## src/hdl/remote_status_io_consts.vh

```
// Purpose: Shared constants of the remote status I/O block
// Assumes: 250 MHz system clock, APB register access
// Notes:   Included by bare name; definitions only
`ifndef REMOTE_STATUS_IO_CONSTS_VH
`define REMOTE_STATUS_IO_CONSTS_VH

// ----------------------------------------------------------------------
// Timing
// ----------------------------------------------------------------------
`define RSIO_CLK_NS          4
`define RSIO_TICK_NS         1000000
`define RSIO_TICK_CYCLES     (`RSIO_TICK_NS / `RSIO_CLK_NS)
`define RSIO_PULSE_MIN_MS    10
`define RSIO_TICK_CNT_W      18
`define RSIO_PULSE_CNT_W     8

// ----------------------------------------------------------------------
// Register byte offsets
// ----------------------------------------------------------------------
`define RSIO_ADDR_W          12
`define RSIO_OFS_CTRL_STAT   12'h000
`define RSIO_OFS_GROUP       12'h004
`define RSIO_OFS_EVENTS      12'h008
`define RSIO_OFS_REMOTE      12'h00C
`define RSIO_OFS_OUTPUTS     12'h010
`define RSIO_OFS_MNP_BASE    6'h01

// ----------------------------------------------------------------------
// Controller status bits, written by software
// ----------------------------------------------------------------------
`define RSIO_CS_RUN          0
`define RSIO_CS_PAUSE        1
`define RSIO_CS_RESET        2
`define RSIO_CS_DOOR         3
`define RSIO_CS_ENABLE       4
`define RSIO_CS_ESTOP        5
`define RSIO_CS_ERROR        6
`define RSIO_CS_AUTO         7
`define RSIO_CS_SUPERVISED   8
`define RSIO_CS_READY        9
`define RSIO_CS_W            10
`define RSIO_CS_RESET_VAL    10'h000

// ----------------------------------------------------------------------
// Per-manipulator status bits
// ----------------------------------------------------------------------
`define RSIO_MS_MOTOR_MODE   0
`define RSIO_MS_MOTOR_STAT   1
`define RSIO_MS_POWER_MODE   2
`define RSIO_MS_POWER_STAT   3
`define RSIO_MS_CALIBRATED   4
`define RSIO_MS_HOME         5
`define RSIO_MS_W            6
`define RSIO_MS_RESET_VAL    6'h00

// ----------------------------------------------------------------------
// Remote command inputs and event bits
// ----------------------------------------------------------------------
`define RSIO_CMD_MOTOR_ON    0
`define RSIO_CMD_MOTOR_OFF   1
`define RSIO_CMD_CALIBRATE   2
`define RSIO_CMD_HOME        3
`define RSIO_CMD_SEL_MNP     4
`define RSIO_CMD_START       5
`define RSIO_CMD_PAUSE       6
`define RSIO_CMD_RESET       7
`define RSIO_CMD_RECOVER     8
`define RSIO_CMD_RESTART     9
`define RSIO_CMD_ABORT_ALL   10
`define RSIO_CMD_READY       11
`define RSIO_CMD_W           12
`define RSIO_EV_COLLISION    12
`define RSIO_EV_W            13
`define RSIO_NUM_W           4

`endif

```

## src/hdl/remote_input_filter.v

```verilog
// Purpose: Synchronise and qualify pulse-type remote input pins
// Assumes: tick is a one-cycle pulse once per millisecond
// Notes:   Level counts after held high for PULSE_TICKS ticks
`timescale 1ns/1ps
`include "remote_status_io_consts.vh"

module remote_input_filter
#(
  parameter WIDTH       = 20,
  parameter PULSE_TICKS = `RSIO_PULSE_MIN_MS
)
(
  input  wire             clk_sys,
  input  wire             rst,
  input  wire             tick,
  input  wire [WIDTH-1:0] pinIn,
  output wire [WIDTH-1:0] level,
  output wire [WIDTH-1:0] pulse
);

  localparam [`RSIO_PULSE_CNT_W-1:0] TICKS_NEED =
    PULSE_TICKS[`RSIO_PULSE_CNT_W-1:0];

  genvar i;

  // ----------------------------------------------------------------------
  // One qualifier per input bit
  // ----------------------------------------------------------------------
  generate
    for (i = 0; i < WIDTH; i = i + 1)
    begin : gBit
      reg                         sync1_reg;
      reg                         sync2_reg;
      reg                         sync3_reg;
      reg [`RSIO_PULSE_CNT_W-1:0] held_reg;
      reg                         level_reg;
      reg                         pulse_reg;

      // Three-stage synchroniser; first stage feeds only the second
      always @(posedge clk_sys)
      begin
        if (rst)
        begin
          sync1_reg <= 1'b0;
          sync2_reg <= 1'b0;
          sync3_reg <= 1'b0;
        end
        else
        begin
          sync1_reg <= pinIn[i];
          sync2_reg <= sync1_reg;
          sync3_reg <= sync2_reg;
        end
      end

      // Width qualifier: agreed high level counted in millisecond ticks
      always @(posedge clk_sys)
      begin
        if (rst)
        begin
          held_reg  <= {`RSIO_PULSE_CNT_W{1'b0}};
          level_reg <= 1'b0;
          pulse_reg <= 1'b0;
        end
        else
        begin
          pulse_reg <= 1'b0;
          if (sync2_reg == sync3_reg)
          begin
            if (!sync3_reg)
            begin
              held_reg  <= {`RSIO_PULSE_CNT_W{1'b0}};
              level_reg <= 1'b0;
            end
            else if (!level_reg && tick)
            begin
              if (held_reg + 1'b1 >= TICKS_NEED)
              begin
                level_reg <= 1'b1;
                pulse_reg <= 1'b1;
              end
              else
                held_reg <= held_reg + 1'b1;
            end
          end
        end
      end

      assign level[i] = level_reg;
      assign pulse[i] = pulse_reg;
    end
  endgenerate

endmodule

```

## src/hdl/remote_status_io.v

```verilog
// Purpose: Remote discrete status outputs and pulse command inputs
// Assumes: Software mirrors controller and manipulator state over APB
// Notes:   All outputs registered; APB answers with one wait state
//
// How it works
// - Motor-mode output follows selected manipulator motor-on mode.
// - Motor-status output follows selected manipulator motor status.
// - Power-mode output high for high power mode, low otherwise.
// - Power-status output high while really running in high power.
// - Calibrated output high once origin calibration has been done.
// - Home output shows whether selected manipulator is at home.
// - Per-manipulator outputs come from the latest selected one.
// - Selected manipulator number shown on four output bits.
// - Separate running, paused and reset outputs, high while true.
// - Safety-door output high while the door is open.
// - Enable-switch state of the pendant mirrored onto an output.
// - Separate emergency-stop and error outputs.
// - Selected project group number shown on four output bits.
// - Working-mode output high in automatic, low in programming.
// - Operation-mode output high in supervised mode, else low.
// - Ready output high in ready or reset state.
// - Remote inputs act on a qualified pulse, not a held level.
// - Manipulator N encoded as binary N minus one, bit 0 LSB.
// - Group 0 to 15 encoded as plain binary, bit 0 LSB.
//
// The APB slave port and the address map are this design's own decisions.
`timescale 1ns/1ps
`include "remote_status_io_consts.vh"

module remote_status_io
#(
  parameter TICK_CYCLES = `RSIO_TICK_CYCLES,
  parameter PULSE_TICKS = `RSIO_PULSE_MIN_MS,
  parameter NUM_MNP     = 16
)
(
  input  wire                    clk_sys,
  input  wire                    rst,
  // APB slave
  input  wire                    psel,
  input  wire                    penable,
  input  wire                    pwrite,
  input  wire [`RSIO_ADDR_W-1:0] paddr,
  input  wire [31:0]             pwdata,
  output wire [31:0]             prdata,
  output wire                    pready,
  output wire                    pslverr,
  // Remote input pins
  input  wire [`RSIO_CMD_W-1:0]  remoteCmd,
  input  wire [`RSIO_NUM_W-1:0]  remoteMnpNum,
  input  wire [`RSIO_NUM_W-1:0]  remoteGrpNum,
  // Remote status outputs
  output wire                    motorModeOut,
  output wire                    motorStatusOut,
  output wire                    powerModeOut,
  output wire                    powerStatusOut,
  output wire                    originCalibratedOut,
  output wire                    homeOut,
  output wire [`RSIO_NUM_W-1:0]  mnpNumOut,
  output wire                    runningOut,
  output wire                    pausedOut,
  output wire                    resetOut,
  output wire                    safetyDoorOut,
  output wire                    enableSwitchOut,
  output wire                    estopOut,
  output wire                    errorOut,
  output wire [`RSIO_NUM_W-1:0]  grpNumOut,
  output wire                    autoModeOut,
  output wire                    supervisedModeOut,
  output wire                    readyOut
);

  localparam IN_W = `RSIO_CMD_W + 2 * `RSIO_NUM_W;
  localparam [`RSIO_TICK_CNT_W-1:0] TICK_LAST =
    TICK_CYCLES[`RSIO_TICK_CNT_W-1:0] - 1'b1;
  localparam [`RSIO_NUM_W-1:0] LAST_MNP = NUM_MNP[`RSIO_NUM_W-1:0] - 1'b1;

  // APB phases, one-hot
  localparam [2:0] ST_IDLE = 3'b001;
  localparam [2:0] ST_WAIT = 3'b010;
  localparam [2:0] ST_DONE = 3'b100;

  // ----------------------------------------------------------------------
  // Functions
  // ----------------------------------------------------------------------
  // More than one bit set in a command vector
  function multiHot;
    input [`RSIO_CMD_W-1:0] v;
    begin
      multiHot = |(v & (v - 1'b1));
    end
  endfunction

  // Address hits the manipulator status window
  function isMnpAddr;
    input [`RSIO_ADDR_W-1:0] a;
    begin
      isMnpAddr = (a[`RSIO_ADDR_W-1:6] == `RSIO_OFS_MNP_BASE)
                  && (a[5:2] <= LAST_MNP);
    end
  endfunction

  // ----------------------------------------------------------------------
  // Declarations
  // ----------------------------------------------------------------------
  reg [`RSIO_TICK_CNT_W-1:0] divCnt_reg;
  reg                        tick_reg;
  reg [2:0]                  apbState_reg;
  reg [2:0]                  apbState_next;
  reg [31:0]                 prdata_reg;
  reg [31:0]                 prdata_next;
  reg                        pready_reg;
  reg                        pslverr_reg;
  reg                        addrOk;
  reg [`RSIO_CS_W-1:0]       ctrlStat_reg;
  reg [`RSIO_NUM_W-1:0]      group_reg;
  reg [`RSIO_EV_W-1:0]       events_reg;
  reg [`RSIO_EV_W-1:0]       events_next;
  reg [`RSIO_NUM_W-1:0]      sel_reg;
  reg [`RSIO_MS_W-1:0]       mnpStat [0:NUM_MNP-1];
  reg [`RSIO_MS_W-1:0]       selStat;
  reg                        motorMode_reg;
  reg                        motorStatus_reg;
  reg                        powerMode_reg;
  reg                        powerStatus_reg;
  reg                        calibrated_reg;
  reg                        home_reg;
  reg [`RSIO_NUM_W-1:0]      mnpNum_reg;
  reg                        running_reg;
  reg                        paused_reg;
  reg                        resetSt_reg;
  reg                        door_reg;
  reg                        enable_reg;
  reg                        estop_reg;
  reg                        error_reg;
  reg [`RSIO_NUM_W-1:0]      grpNum_reg;
  reg                        auto_reg;
  reg                        supervised_reg;
  reg                        ready_reg;
  wire [IN_W-1:0]            inLevel;
  wire [IN_W-1:0]            inPulse;
  wire [`RSIO_CMD_W-1:0]     cmdLevel;
  wire [`RSIO_CMD_W-1:0]     cmdPulse;
  wire [`RSIO_NUM_W-1:0]     mnpLevel;
  wire [`RSIO_NUM_W-1:0]     grpLevel;
  wire                       wrStrobe;
  wire [31:0]                outVector;
  integer                    k;

  // ----------------------------------------------------------------------
  // Millisecond tick divider
  // ----------------------------------------------------------------------
  // One-cycle enable every TICK_CYCLES clocks
  always @(posedge clk_sys)
  begin
    if (rst)
    begin
      divCnt_reg <= {`RSIO_TICK_CNT_W{1'b0}};
      tick_reg   <= 1'b0;
    end
    else if (divCnt_reg >= TICK_LAST)
    begin
      divCnt_reg <= {`RSIO_TICK_CNT_W{1'b0}};
      tick_reg   <= 1'b1;
    end
    else
    begin
      divCnt_reg <= divCnt_reg + 1'b1;
      tick_reg   <= 1'b0;
    end
  end

  // ----------------------------------------------------------------------
  // Remote input qualification
  // ----------------------------------------------------------------------
  remote_input_filter
  #(
    .WIDTH       (IN_W),
    .PULSE_TICKS (PULSE_TICKS)
  )
  uInputs
  (
    .clk_sys (clk_sys),
    .rst     (rst),
    .tick    (tick_reg),
    .pinIn   ({remoteGrpNum, remoteMnpNum, remoteCmd}),
    .level   (inLevel),
    .pulse   (inPulse)
  );

  // Split qualified vectors back into their groups
  assign cmdLevel = inLevel[`RSIO_CMD_W-1:0];
  assign cmdPulse = inPulse[`RSIO_CMD_W-1:0];
  assign mnpLevel = inLevel[`RSIO_CMD_W+`RSIO_NUM_W-1:`RSIO_CMD_W];
  assign grpLevel = inLevel[IN_W-1:`RSIO_CMD_W+`RSIO_NUM_W];

  // ----------------------------------------------------------------------
  // Manipulator selection
  // ----------------------------------------------------------------------
  // Select pulse latches the number bits; out of range keeps old choice
  always @(posedge clk_sys)
  begin
    if (rst)
      sel_reg <= {`RSIO_NUM_W{1'b0}};
    else if (cmdPulse[`RSIO_CMD_SEL_MNP] && mnpLevel <= LAST_MNP)
      sel_reg <= mnpLevel;
  end

  // ----------------------------------------------------------------------
  // APB slave
  // ----------------------------------------------------------------------
  // Write takes effect on the edge where pready is seen high
  assign wrStrobe = psel && penable && pwrite && pready_reg;

  // Address decode for the access in flight
  always @*
  begin
    addrOk = isMnpAddr(paddr);
    case (paddr)
      `RSIO_OFS_CTRL_STAT: addrOk = 1'b1;
      `RSIO_OFS_GROUP:     addrOk = 1'b1;
      `RSIO_OFS_EVENTS:    addrOk = 1'b1;
      `RSIO_OFS_REMOTE:    addrOk = 1'b1;
      `RSIO_OFS_OUTPUTS:   addrOk = 1'b1;
      default:             addrOk = isMnpAddr(paddr);
    endcase
  end

  // Read data selection
  always @*
  begin
    prdata_next = 32'h0000_0000;
    if (isMnpAddr(paddr))
      prdata_next[`RSIO_MS_W-1:0] = mnpStat[paddr[5:2]];
    else
      case (paddr)
        `RSIO_OFS_CTRL_STAT:
          prdata_next[`RSIO_CS_W-1:0] = ctrlStat_reg;
        `RSIO_OFS_GROUP:
          prdata_next[`RSIO_NUM_W-1:0] = group_reg;
        `RSIO_OFS_EVENTS:
          prdata_next[`RSIO_EV_W-1:0] = events_reg;
        `RSIO_OFS_REMOTE:
          prdata_next[23:0] = {grpLevel, mnpLevel, cmdLevel, sel_reg};
        `RSIO_OFS_OUTPUTS:
          prdata_next = outVector;
        default:
          prdata_next = 32'h0000_0000;
      endcase
  end

  // Phase sequencing: setup, one wait, answer
  always @*
  begin
    case (apbState_reg)
      ST_IDLE:
        apbState_next = (psel && !penable) ? ST_WAIT : ST_IDLE;
      ST_WAIT:
        apbState_next = (psel && penable) ? ST_DONE : ST_WAIT;
      ST_DONE:
        apbState_next = ST_IDLE;
      default:
        apbState_next = ST_IDLE;
    endcase
  end

  // Registered answer signals
  always @(posedge clk_sys)
  begin
    if (rst)
    begin
      apbState_reg <= ST_IDLE;
      pready_reg   <= 1'b0;
      pslverr_reg  <= 1'b0;
      prdata_reg   <= 32'h0000_0000;
    end
    else
    begin
      apbState_reg <= apbState_next;
      pready_reg   <= (apbState_next == ST_DONE);
      pslverr_reg  <= (apbState_next == ST_DONE) && !addrOk;
      if (apbState_next == ST_DONE && !pwrite)
        prdata_reg <= prdata_next;
      else
        prdata_reg <= 32'h0000_0000;
    end
  end

  // ----------------------------------------------------------------------
  // Software registers
  // ----------------------------------------------------------------------
  // Controller state, group and manipulator table
  always @(posedge clk_sys)
  begin
    if (rst)
    begin
      ctrlStat_reg <= `RSIO_CS_RESET_VAL;
      group_reg    <= {`RSIO_NUM_W{1'b0}};
      for (k = 0; k < NUM_MNP; k = k + 1)
        mnpStat[k] <= `RSIO_MS_RESET_VAL;
    end
    else if (wrStrobe)
    begin
      if (paddr == `RSIO_OFS_CTRL_STAT)
        ctrlStat_reg <= pwdata[`RSIO_CS_W-1:0];
      if (paddr == `RSIO_OFS_GROUP)
        group_reg <= pwdata[`RSIO_NUM_W-1:0];
      if (isMnpAddr(paddr))
        mnpStat[paddr[5:2]] <= pwdata[`RSIO_MS_W-1:0];
    end
  end

  // Command events: sticky, write one to clear, new event wins
  always @*
  begin
    events_next = events_reg;
    if (wrStrobe && paddr == `RSIO_OFS_EVENTS)
      events_next = events_next & ~pwdata[`RSIO_EV_W-1:0];
    events_next[`RSIO_CMD_W-1:0] =
      events_next[`RSIO_CMD_W-1:0] | cmdPulse;
    if (multiHot(cmdLevel) && (|cmdPulse))
      events_next[`RSIO_EV_COLLISION] = 1'b1;
  end

  // Event register update
  always @(posedge clk_sys)
  begin
    if (rst)
      events_reg <= {`RSIO_EV_W{1'b0}};
    else
      events_reg <= events_next;
  end

  // ----------------------------------------------------------------------
  // Status outputs
  // ----------------------------------------------------------------------
  // Status of the manipulator now selected
  always @*
  begin
    selStat = mnpStat[sel_reg];
  end

  // Every output registered so pins never glitch
  always @(posedge clk_sys)
  begin
    if (rst)
    begin
      motorMode_reg   <= 1'b0;
      motorStatus_reg <= 1'b0;
      powerMode_reg   <= 1'b0;
      powerStatus_reg <= 1'b0;
      calibrated_reg  <= 1'b0;
      home_reg        <= 1'b0;
      mnpNum_reg      <= {`RSIO_NUM_W{1'b0}};
      running_reg     <= 1'b0;
      paused_reg      <= 1'b0;
      resetSt_reg     <= 1'b0;
      door_reg        <= 1'b0;
      enable_reg      <= 1'b0;
      estop_reg       <= 1'b0;
      error_reg       <= 1'b0;
      grpNum_reg      <= {`RSIO_NUM_W{1'b0}};
      auto_reg        <= 1'b0;
      supervised_reg  <= 1'b0;
      ready_reg       <= 1'b0;
    end
    else
    begin
      motorMode_reg   <= selStat[`RSIO_MS_MOTOR_MODE];
      motorStatus_reg <= selStat[`RSIO_MS_MOTOR_STAT];
      powerMode_reg   <= selStat[`RSIO_MS_POWER_MODE];
      powerStatus_reg <= selStat[`RSIO_MS_POWER_STAT];
      calibrated_reg  <= selStat[`RSIO_MS_CALIBRATED];
      home_reg        <= selStat[`RSIO_MS_HOME];
      mnpNum_reg      <= sel_reg;
      running_reg     <= ctrlStat_reg[`RSIO_CS_RUN];
      paused_reg      <= ctrlStat_reg[`RSIO_CS_PAUSE];
      resetSt_reg     <= ctrlStat_reg[`RSIO_CS_RESET];
      door_reg        <= ctrlStat_reg[`RSIO_CS_DOOR];
      enable_reg      <= ctrlStat_reg[`RSIO_CS_ENABLE];
      estop_reg       <= ctrlStat_reg[`RSIO_CS_ESTOP];
      error_reg       <= ctrlStat_reg[`RSIO_CS_ERROR];
      grpNum_reg      <= group_reg;
      auto_reg        <= ctrlStat_reg[`RSIO_CS_AUTO];
      supervised_reg  <= ctrlStat_reg[`RSIO_CS_SUPERVISED];
      ready_reg       <= ctrlStat_reg[`RSIO_CS_READY]
                         | ctrlStat_reg[`RSIO_CS_RESET];
    end
  end

  // Readback image of the output pins
  assign outVector = {8'h00, grpNum_reg, mnpNum_reg,
                      ready_reg, supervised_reg, auto_reg, error_reg,
                      estop_reg, enable_reg, door_reg, resetSt_reg,
                      paused_reg, running_reg, home_reg, calibrated_reg,
                      powerStatus_reg, powerMode_reg, motorStatus_reg,
                      motorMode_reg};

  // ----------------------------------------------------------------------
  // Port drive
  // ----------------------------------------------------------------------
  assign prdata              = prdata_reg;
  assign pready              = pready_reg;
  assign pslverr             = pslverr_reg;
  assign motorModeOut        = motorMode_reg;
  assign motorStatusOut      = motorStatus_reg;
  assign powerModeOut        = powerMode_reg;
  assign powerStatusOut      = powerStatus_reg;
  assign originCalibratedOut = calibrated_reg;
  assign homeOut             = home_reg;
  assign mnpNumOut           = mnpNum_reg;
  assign runningOut          = running_reg;
  assign pausedOut           = paused_reg;
  assign resetOut            = resetSt_reg;
  assign safetyDoorOut       = door_reg;
  assign enableSwitchOut     = enable_reg;
  assign estopOut            = estop_reg;
  assign errorOut            = error_reg;
  assign grpNumOut           = grpNum_reg;
  assign autoModeOut         = auto_reg;
  assign supervisedModeOut   = supervised_reg;
  assign readyOut            = ready_reg;

endmodule

```

## config.mk

```make
export PLATFORM = sky130hd
export DESIGN_NAME = remote_status_io
export DESIGN_NICKNAME = d
export VERILOG_FILES = /design/src/hdl/remote_input_filter.v /design/src/hdl/remote_status_io.v
export VERILOG_INCLUDE_DIRS = /design/src /design/src/hdl
export SDC_FILE = /design/constraint.sdc
export NUM_CORES = 1
export LEC_CHECK = 0
export BUFFER_PORTS_ARGS = -buffer_cell sky130_fd_sc_hd__buf_2
export CORE_MARGIN = 3
export CORE_UTILIZATION = 40
export CTS_CLUSTER_SIZE = 12
export DETAILED_ROUTE_END_ITERATION = 8
export HOLD_SLACK_MARGIN = 0.08
export PLACE_DENSITY = 0.63
export SETUP_SLACK_MARGIN = 0.02
export SYNTH_ARGS = -nofsm -noshare
export SYNTH_HDL_FRONTEND = slang
export SYNTH_SLANG_ARGS = --single-unit
```

## constraint.sdc

```tcl
create_clock -name clk_sys -period 5.2 [get_ports clk_sys]
set_input_delay 0.26 -clock clk_sys [delete_from_list [all_inputs] [get_ports clk_sys]]
set_output_delay 0.26 -clock clk_sys [all_outputs]
set_load 0.01 [all_outputs]
```

* Word level (Yosys, flattened, before mapping)
Memories as Yosys holds them, arrays and structs flattened. A register that Yosys moved wholly into a read port is not among the register bits. Index checks and enable logic that the tools add are counted.
Word-level totals: RAM bits 96, bits of input ports 69, output and inout bits 58, flip-flop bits (word level) 357, memories kept 1
Memories:
- mnpStat | depth 16, width 6, rd ports 2, clocked after memory_dff 1, wr ports 16, RTL line remote_status_io.v:120 | reg [`RSIO_MS_W-1:0] mnpStat [0:NUM_MNP-1];
Operators by class: muxes and demuxes 153, equality and inequality tests 88, reductions and logical operators 116, bitwise operators 42, $add $sub $neg 22, order comparisons 23
Operators by type and width (count):
- 2-to-1 mux 8 bit | 60
- adder 8 x 1 -> 8 bit (second input constant) | 20
- >= comparator 8 x 4 -> 1 bit (second input constant) | 20
- inequality test 2 bit (second input constant) | 60
- AND reduction 3 bit | 40
- 2-to-1 mux 1 bit | 82
- OR reduction 4 bit | 12
- inverter 1 bit | 37
- logical AND 1 bit | 30
- equality test 12 x 4 -> 1 bit (second input constant) | 2
- one-hot mux 6 bit (4 select lines) | 1
- OR reduction 12 bit | 2
- zero test 1 bit | 23
- one-hot mux 11 bit (2 select lines) | 1
- equality test 1 bit | 20
- one-hot mux 4 bit (5 select lines) | 1
- adder 18 x 1 -> 18 bit (second input constant) | 1
- >= comparator 18 bit (second input constant) | 1
- AND 13 bit | 1
- 2-to-1 mux 13 bit | 1
- inverter 13 bit | 1
- AND 12 bit | 1
- equality test 12 x 3 -> 1 bit (second input constant) | 1
- equality test 12 x 5 -> 1 bit (second input constant) | 1
- other kinds (21) | 25

* Longest topological paths before layout
Gate-level depths: netlist of the first run.
word-level depth 8, gate-level depth with buffers 9, gate-level depth less buffers 8

* Modules after synthesis
From an unflattened synthesis of the first run, not the netlist that was laid out.
Second synthesis, totals: cells, all modules 2219, area total of the unflattened synthesis 21854.7 µm²
Modules (own cells, without submodules):
- remote_input_filter | cells an instance 1447, instances 1, area an instance 12607.1 µm², sequential area each 5205.0 µm²
- remote_status_io | cells an instance 772, instances 1, area an instance 9247.6 µm², sequential area each 4944.7 µm²

* Worst setup path before layout of the first run
No wires, ideal clock.
path type input to register, from input port paddr[7], to memory mnpStat[10][0] (netlist bit), enable pin, buffers on the path 1, stages on the path 5, arrival 2150 ps, setup time 377 ps, setup slack 2673 ps, cells stage by stage nor4_1 -> nand3b_1 -> or4_1 -> clkbuf_1 -> o21ai_0
RTL lines:
- start: declaration | RTL line remote_status_io.v:43 | input wire [`RSIO_ADDR_W-1:0] paddr,
- end: declaration | RTL line remote_status_io.v:120

==> metrics.txt, run 1 <==
Crit path required time between 5000 and 6000 ps; simple-gate share of the synthesized area between 20 and 25%; Routed Antenna Nets 0; max reg flops between 150 and 200; Post-Syn Area per Cell 10.0 um2; clock buffer depth 3; non-filler cells in the finished layout between 2,000 and 3,000; post-synthesis adder-cell area fraction under 10%; GRT Total Usage 18.7%; first drt pass iteration count 7; drt total wl approximately 54 mm; Net Sw Frac between 20% and 30%; RD Place Congestion 0.851; post-synthesis cell area 21,400 um2; Synth Instances roughly 2,100; Power Total between 7 and 8 mW; outcome finished clean; Crit. End Element register; largest family of logic cells by synthesized area simple AND/OR/NAND/NOR gates; max cap viols 0; worst skew pair latency 620 ps; sequential fraction of the synthesis area roughly 47%; slew margin rel. ~20%; Final Max Slew Viols 0; critical path type in2reg; largest net degree at the start of global routing 102; Avg Vias per Cell ~5.6; VDD IR max 234 uV; min Tclk post-route 2950 ps; Overflow after GRT 0; number of remaining DRC errors 0; synthesized flop and latch total 451; placed cells between 2,000 and 3,000; Wirelength per Cell ~18 um; Synth Area in Compound Gates 12.4%; clk_skew 38.7 ps; Final Util 46.4%; Layout area overhead 14.3%; die area between 50,000 and 60,000 um2; Comb pwr share ~4.1%; vias in the first global route 15,800; CTS buffer count 50; TritonCTS clock tree yes; startpoint types input port; via count around 17,000; Static Leak 9.00 nW; most common cell in the synthesized netlist dfxtp_1; Ys Warns 0; nets ~2,300; CP max FO 7; Post-Synth XOR/XNOR Area under 10%; mux contribution to synthesized area under 10%; Root Driver clkbuf_16; Die Y about 240 um; chip width about 240 um; Commonest cells post-synth dfxtp_1 (355), nor2_1 (167), and2_1 (130); post-synthesis cell type count 82; pwr dens 313 nW/um2; Clk pin slew, worst setup/hold paths roughly 60 ps; core area between 50,000 and 60,000 um2; H-Tree Depth 2; Initial Util around two fifths; sequential share of power between 40 and 50%; CP arrival ~3200 ps; PortBufs 99; Synth top area share 33.2%; post-synth top area cell dfxtp_1; final setup fails 0; Post CTS Setup Buffer Count 0; site row count 84; ranking of synthesized cells by area dfxtp_1 (33%), edfxtp_1 (13%), mux4_2 (6.7%); RSZ-0062 raised after global routing no; Pint between 5 and 6 mW; Tcrit/Tclk final 56.7%; async set-reset flop share out of synthesis 0%; initial antenna violation count 2; HPWL after DPL between 30 and 40 mm; proportion of layout cells with a drive suffix above 1 13.5%; EDFF count, synth between 90 and 100; FMAX between 300 and 400 MHz; ys flop type dfxtp_1; accumulated negative setup slack 0 ps; Final Hold Viols 0; Hold Path Class in2reg; drt initial violations about 1,200; clock sink count ~450; NetSw 1.69 mW; first-pass GRT wire length between 80 and 90 mm; worst-margin pin slew ~1200 ps; number of I/O pins ~130; Clk pwr share between 40% and 50%
[final cells by class]
cell class / instances / area [um2]
fillers: 4854 / 28300
multi-input cells: 1522 / 10800
flip-flops and latches: 451 / 9990
clock buffers: 73 / 1450
repair buffers: 139 / 882
well taps: 688 / 861
clock inverters: 19 / 293
inverters: 54 / 203
diodes: 2 / 5.00
[worst paths after layout]
check                           slack (ps)                        start  depth (start not counted)                           to
worst max-delay path                  2250                     paddr[7]                          5               mnpStat[14][0]
worst min-delay path                   200                    pwdata[3]                          4                events_reg[3]
worst max register to register        2420  uInputs.gBit[8].held_reg[0]                          7  uInputs.gBit[8].held_reg[1]
worst min register to register         440   uInputs.gBit[14].sync1_reg                          1   uInputs.gBit[14].sync2_reg
[what timing repair did]
item / in CTS / in global routing
resized for setup: 0 / 0
hold buffers: 31 / 0
endpoints found under the setup margin: 0 / 0
hold endpoints to repair: 41 / 0
[critical path, cell delays in order]
cell and delay (ps):
buf_2 100, nor4_1 840, nand3b_1 390, or4_1 840
o21ai_0 760
[logic make-up (layout without fill, tap and decap cells)]
family,Yosys count,in the layout
AO/OA/AOI/OAI,384,384
XOR/XNOR,57,57
adder cells (fa/ha/maj),55,55
buffers and inverters,168,285
flip-flops,451,451
multiplexers,92,92
other,1,10
AND/OR/NAND/NOR,926,926
[per-stage QoR]
step | cell area (um2) | setup WS [ps] | hold slack, ps
2_1_floorplan | 21400 | 2670 | 352
6_report | 24500 | 2250 | 200
4_1_cts | 24500 | 2310 | 162
3_3_place_gp | 22400 | 1750 | 428
5_1_grt | 24500 | 2160 | 226
3_5_place_dp | 22400 | 1640 | 428
[layout by cell type (no fill, tap or decap), types with 53 or more instances in the layout]
master      n
a21oi_1    90
and2_1    130
buf_2      98
dfxtp_1   354
edfxtp_1   96
ha_1       53
inv_1      53
mux4_2     64
nand2_1   121
nand3_1    77
nor2_1    167
nor2b_1    87
o21ai_0    55
[power groups by stage]
stage	logic [mW]	registers, mW	clock network, mW
after floorplan	0.208	3.71	0
after global placement	0.285	3.73	0
after detailed placement	0.292	3.73	0
after CTS	0.311	3.66	3.79
after global routing	0.339	3.66	3.93
final	0.311	3.66	3.70
[metal layers]
layer	GRT usage, %	part of all wire, %
met2	31.2	47
met1	25.1	45
met4	5.40	2.0
met3	3.23	6.3
met5	0	0.026
No activity file was read; power rests on OpenSTA's default activity.
==> run 2: changes to the inputs <==
--- a/config.mk
+++ b/config.mk
@@ -12,7 +12,7 @@
 export CTS_CLUSTER_SIZE = 12
 export DETAILED_ROUTE_END_ITERATION = 8
 export HOLD_SLACK_MARGIN = 0.08
-export PLACE_DENSITY = 0.63
+export PLACE_DENSITY = 0.65
 export SETUP_SLACK_MARGIN = 0.02
 export SYNTH_ARGS = -nofsm -noshare
 export SYNTH_HDL_FRONTEND = slang
==> constraint.sdc (replaced) <==
create_clock -name clk_sys -period 2.45 [get_ports clk_sys]
set_input_delay 0.1225 -clock clk_sys [delete_from_list [all_inputs] [get_ports clk_sys]]
set_output_delay 0.1225 -clock clk_sys [all_outputs]
set_load 0.01 [all_outputs]
==> run 2 against run 1 <==
  * Worst hold slack worse by 37 ps
  * Clock skew fell by 11 ps
  * Power grew 110%
  * Sequential share of layout area down 1.2 points
  * Clock-buffer cell count fell by 3
  * Clock power rose by 100%
  * Via count increased by 2.4%
  * Core utilization is 1.4 points higher
  * Critical path type is now reg2reg
  * Highest routed layer unchanged
==> metrics.txt, run 2 (same netlist as run 1, synthesis figures left out) <==
outcome finished clean; HPWL after DPL 38.3 mm (+3.5%); critical path type reg2reg; worst-margin pin slew 696 ps (-494 ps); PortBufs 99 (unchanged); CTS buffer count 49 (-2.0%); max reg flops 160 (unchanged); pwr dens 635 nW/um2 (+100%); Crit. End Element register; Clk pin slew, worst setup/hold paths 60 ps (about the same); Reg area 10000 um2 (about the same); Static Leak 9.40 nW (+4.5%); Crit path required time 2950 ps (-2490 ps); Hold Path Class in2reg; Hold Path Sink prdata[5]; drt initial violations 1,529 (+22%); FF-to-FF End uInputs.gBit[4].held_reg[1]; CP max FO 6 (-1); commonest non-fill, non-tap cells in the layout dfxtp_1 (349), nor2_1 (167), and2_1 (130), nand2_1 (121), buf_2 (98); worst hold slack 163 ps (-37.0 ps); min Tclk post-route roughly 2300 ps; final setup fails 0 (unchanged); Initial Util 40.6% (unchanged); max cap viols 0 (unchanged); die area 56,400 um2 (unchanged); startpoint types register; worst skew pair latency 600 ps (-20 ps); Avg Vias per Cell 5.62 (-0.45%); drt total wl 54.8 mm (+2.2%); core area 52,800 um2 (unchanged); Placement Setup Slack 64.1 ps (-1580 ps); Hold Startpoint paddr[11]; r2r worst-path depth 7 (unchanged); VDD IR max 509 uV (+120%); RD Place Congestion 0.861 (+1.3%); commonest non-fill, non-tap cell in the layout dfxtp_1; site row count 84 (unchanged); number of remaining DRC errors 0 (unchanged); Final Max Slew Viols 0 (unchanged); nets 2,428 (+3.8%); clock buffer depth 3 (unchanged); chip width 237 um (unchanged); Reg-to-Reg Start uInputs.gBit[4].held_reg[1]; proportion of layout cells with a drive suffix above 1 16.6% (+3.1 points); Tcrit/Tclk final 95.0%; first drt pass iteration count 5 (-2); Final Hold Viols 0 (unchanged); accumulated negative setup slack 0 ps (unchanged); area of the multi-input gates 10,800 um2 (+0.32%); Wirelength per Cell 18.1 um (-0.70%); GRT Total Usage 19.0% (+0.30 points); Root Driver clkbuf_16; crit path launch uInputs.gBit[4].held_reg[1]; CP arrival 2830 ps (-360 ps); via count 17,000 (+2.4%); r2r setup slk 120 ps (-2300 ps); Worst Slack Setup Final 123 ps (-2130 ps); Layout area overhead 17.8%; Overflow after GRT 0 (unchanged); Die Y 237 um (unchanged); clk_skew 28.1 ps (-10.6 ps); TritonCTS clock tree yes; slew margin rel. 53.6% (+34 points); hold path cells 6 (+2); FILL cells 4,804 (-1.0%); clock sink count 451 (unchanged); FMAX between 400 and 500 MHz; RSZ-0062 raised after global routing no; number of I/O pins 127 (unchanged); vias in the first global route 16,400 (+3.8%); H-Tree Depth 2 (unchanged); largest net degree at the start of global routing 127 (+25%); Routed Antenna Nets 0 (unchanged); first-pass GRT wire length 87.4 mm (+2.4%); initial antenna violation count 5 (+3)
[run 2: area by class of cell]
cell class              instances  area share (%)
clock buffers                  70            5.53
repair buffers                228            6.73
flip-flops and latches        451            39.6
inverters                      54           0.803
multi-input cells            1522            42.9
diodes                          2          0.0198
well taps                     688            3.41
clock inverters                18           0.952
[run 2: power breakdown]
group,internal [mW],leakage [nW],switching (mW)
sequential,7.68,3.88,0.0817
combinational,0.304,4.73,0.415
clock,4.49,0.793,3.06
total,12.5,9.40,3.56
[run 2: metrics by stage]
| step | util, % | std cells | power (mW) | cell area, um2 |
|---|---|---|---|---|
| global placement | 43.9 | 2901 | 8.56 | 23100 |
| global route | 47.8 | 3033 | 16.6 | 25200 |
| detailed placement | 43.9 | 2901 | 8.58 | 23100 |
| floorplan | - | 2141 | 8.32 | 21500 |
| finish | 47.8 | 3033 | 16.0 | 25200 |
| CTS | 47.7 | 3029 | 16.2 | 25200 |
[run 2: metal layers]
metal / up-vias / global-route usage, % / share of wire [%]
met1: 8296 / 25.0 / 44
met2: 456 / 31.7 / 47
li1: 8187 / - / -
met4: 4 / 6.77 / 2.9
met3: 103 / 3.21 / 5.5
met5: - / 0 / 0.049
[run 2: repair_timing]
action,4_1_cts,5_1_grt
setup endpoints to repair,0,35
setup buffers,0,2
hold buffers,40,0
resized for setup,0,15
endpoints found under the hold margin,78,0
[run 2: worst max path at each step]
stage                                  end  cells after the start
2_1_floorplan  uInputs.gBit[8].held_reg[2]                      7
3_3_place_gp   uInputs.gBit[4].held_reg[1]                      7
3_5_place_dp   uInputs.gBit[4].held_reg[1]                      7
4_1_cts        uInputs.gBit[4].held_reg[1]                      7
5_1_grt        uInputs.gBit[4].held_reg[1]                      7
6_report       uInputs.gBit[4].held_reg[1]                      7
[run 2: worst max-delay path: stages, from the launching register on]
cell and delay, ps:
dfxtp_4 370, inv_1 70, ha_4 280, or4b_2 580, a21o_1 200, a21o_1 220
or3_1 360, a31oi_1 170
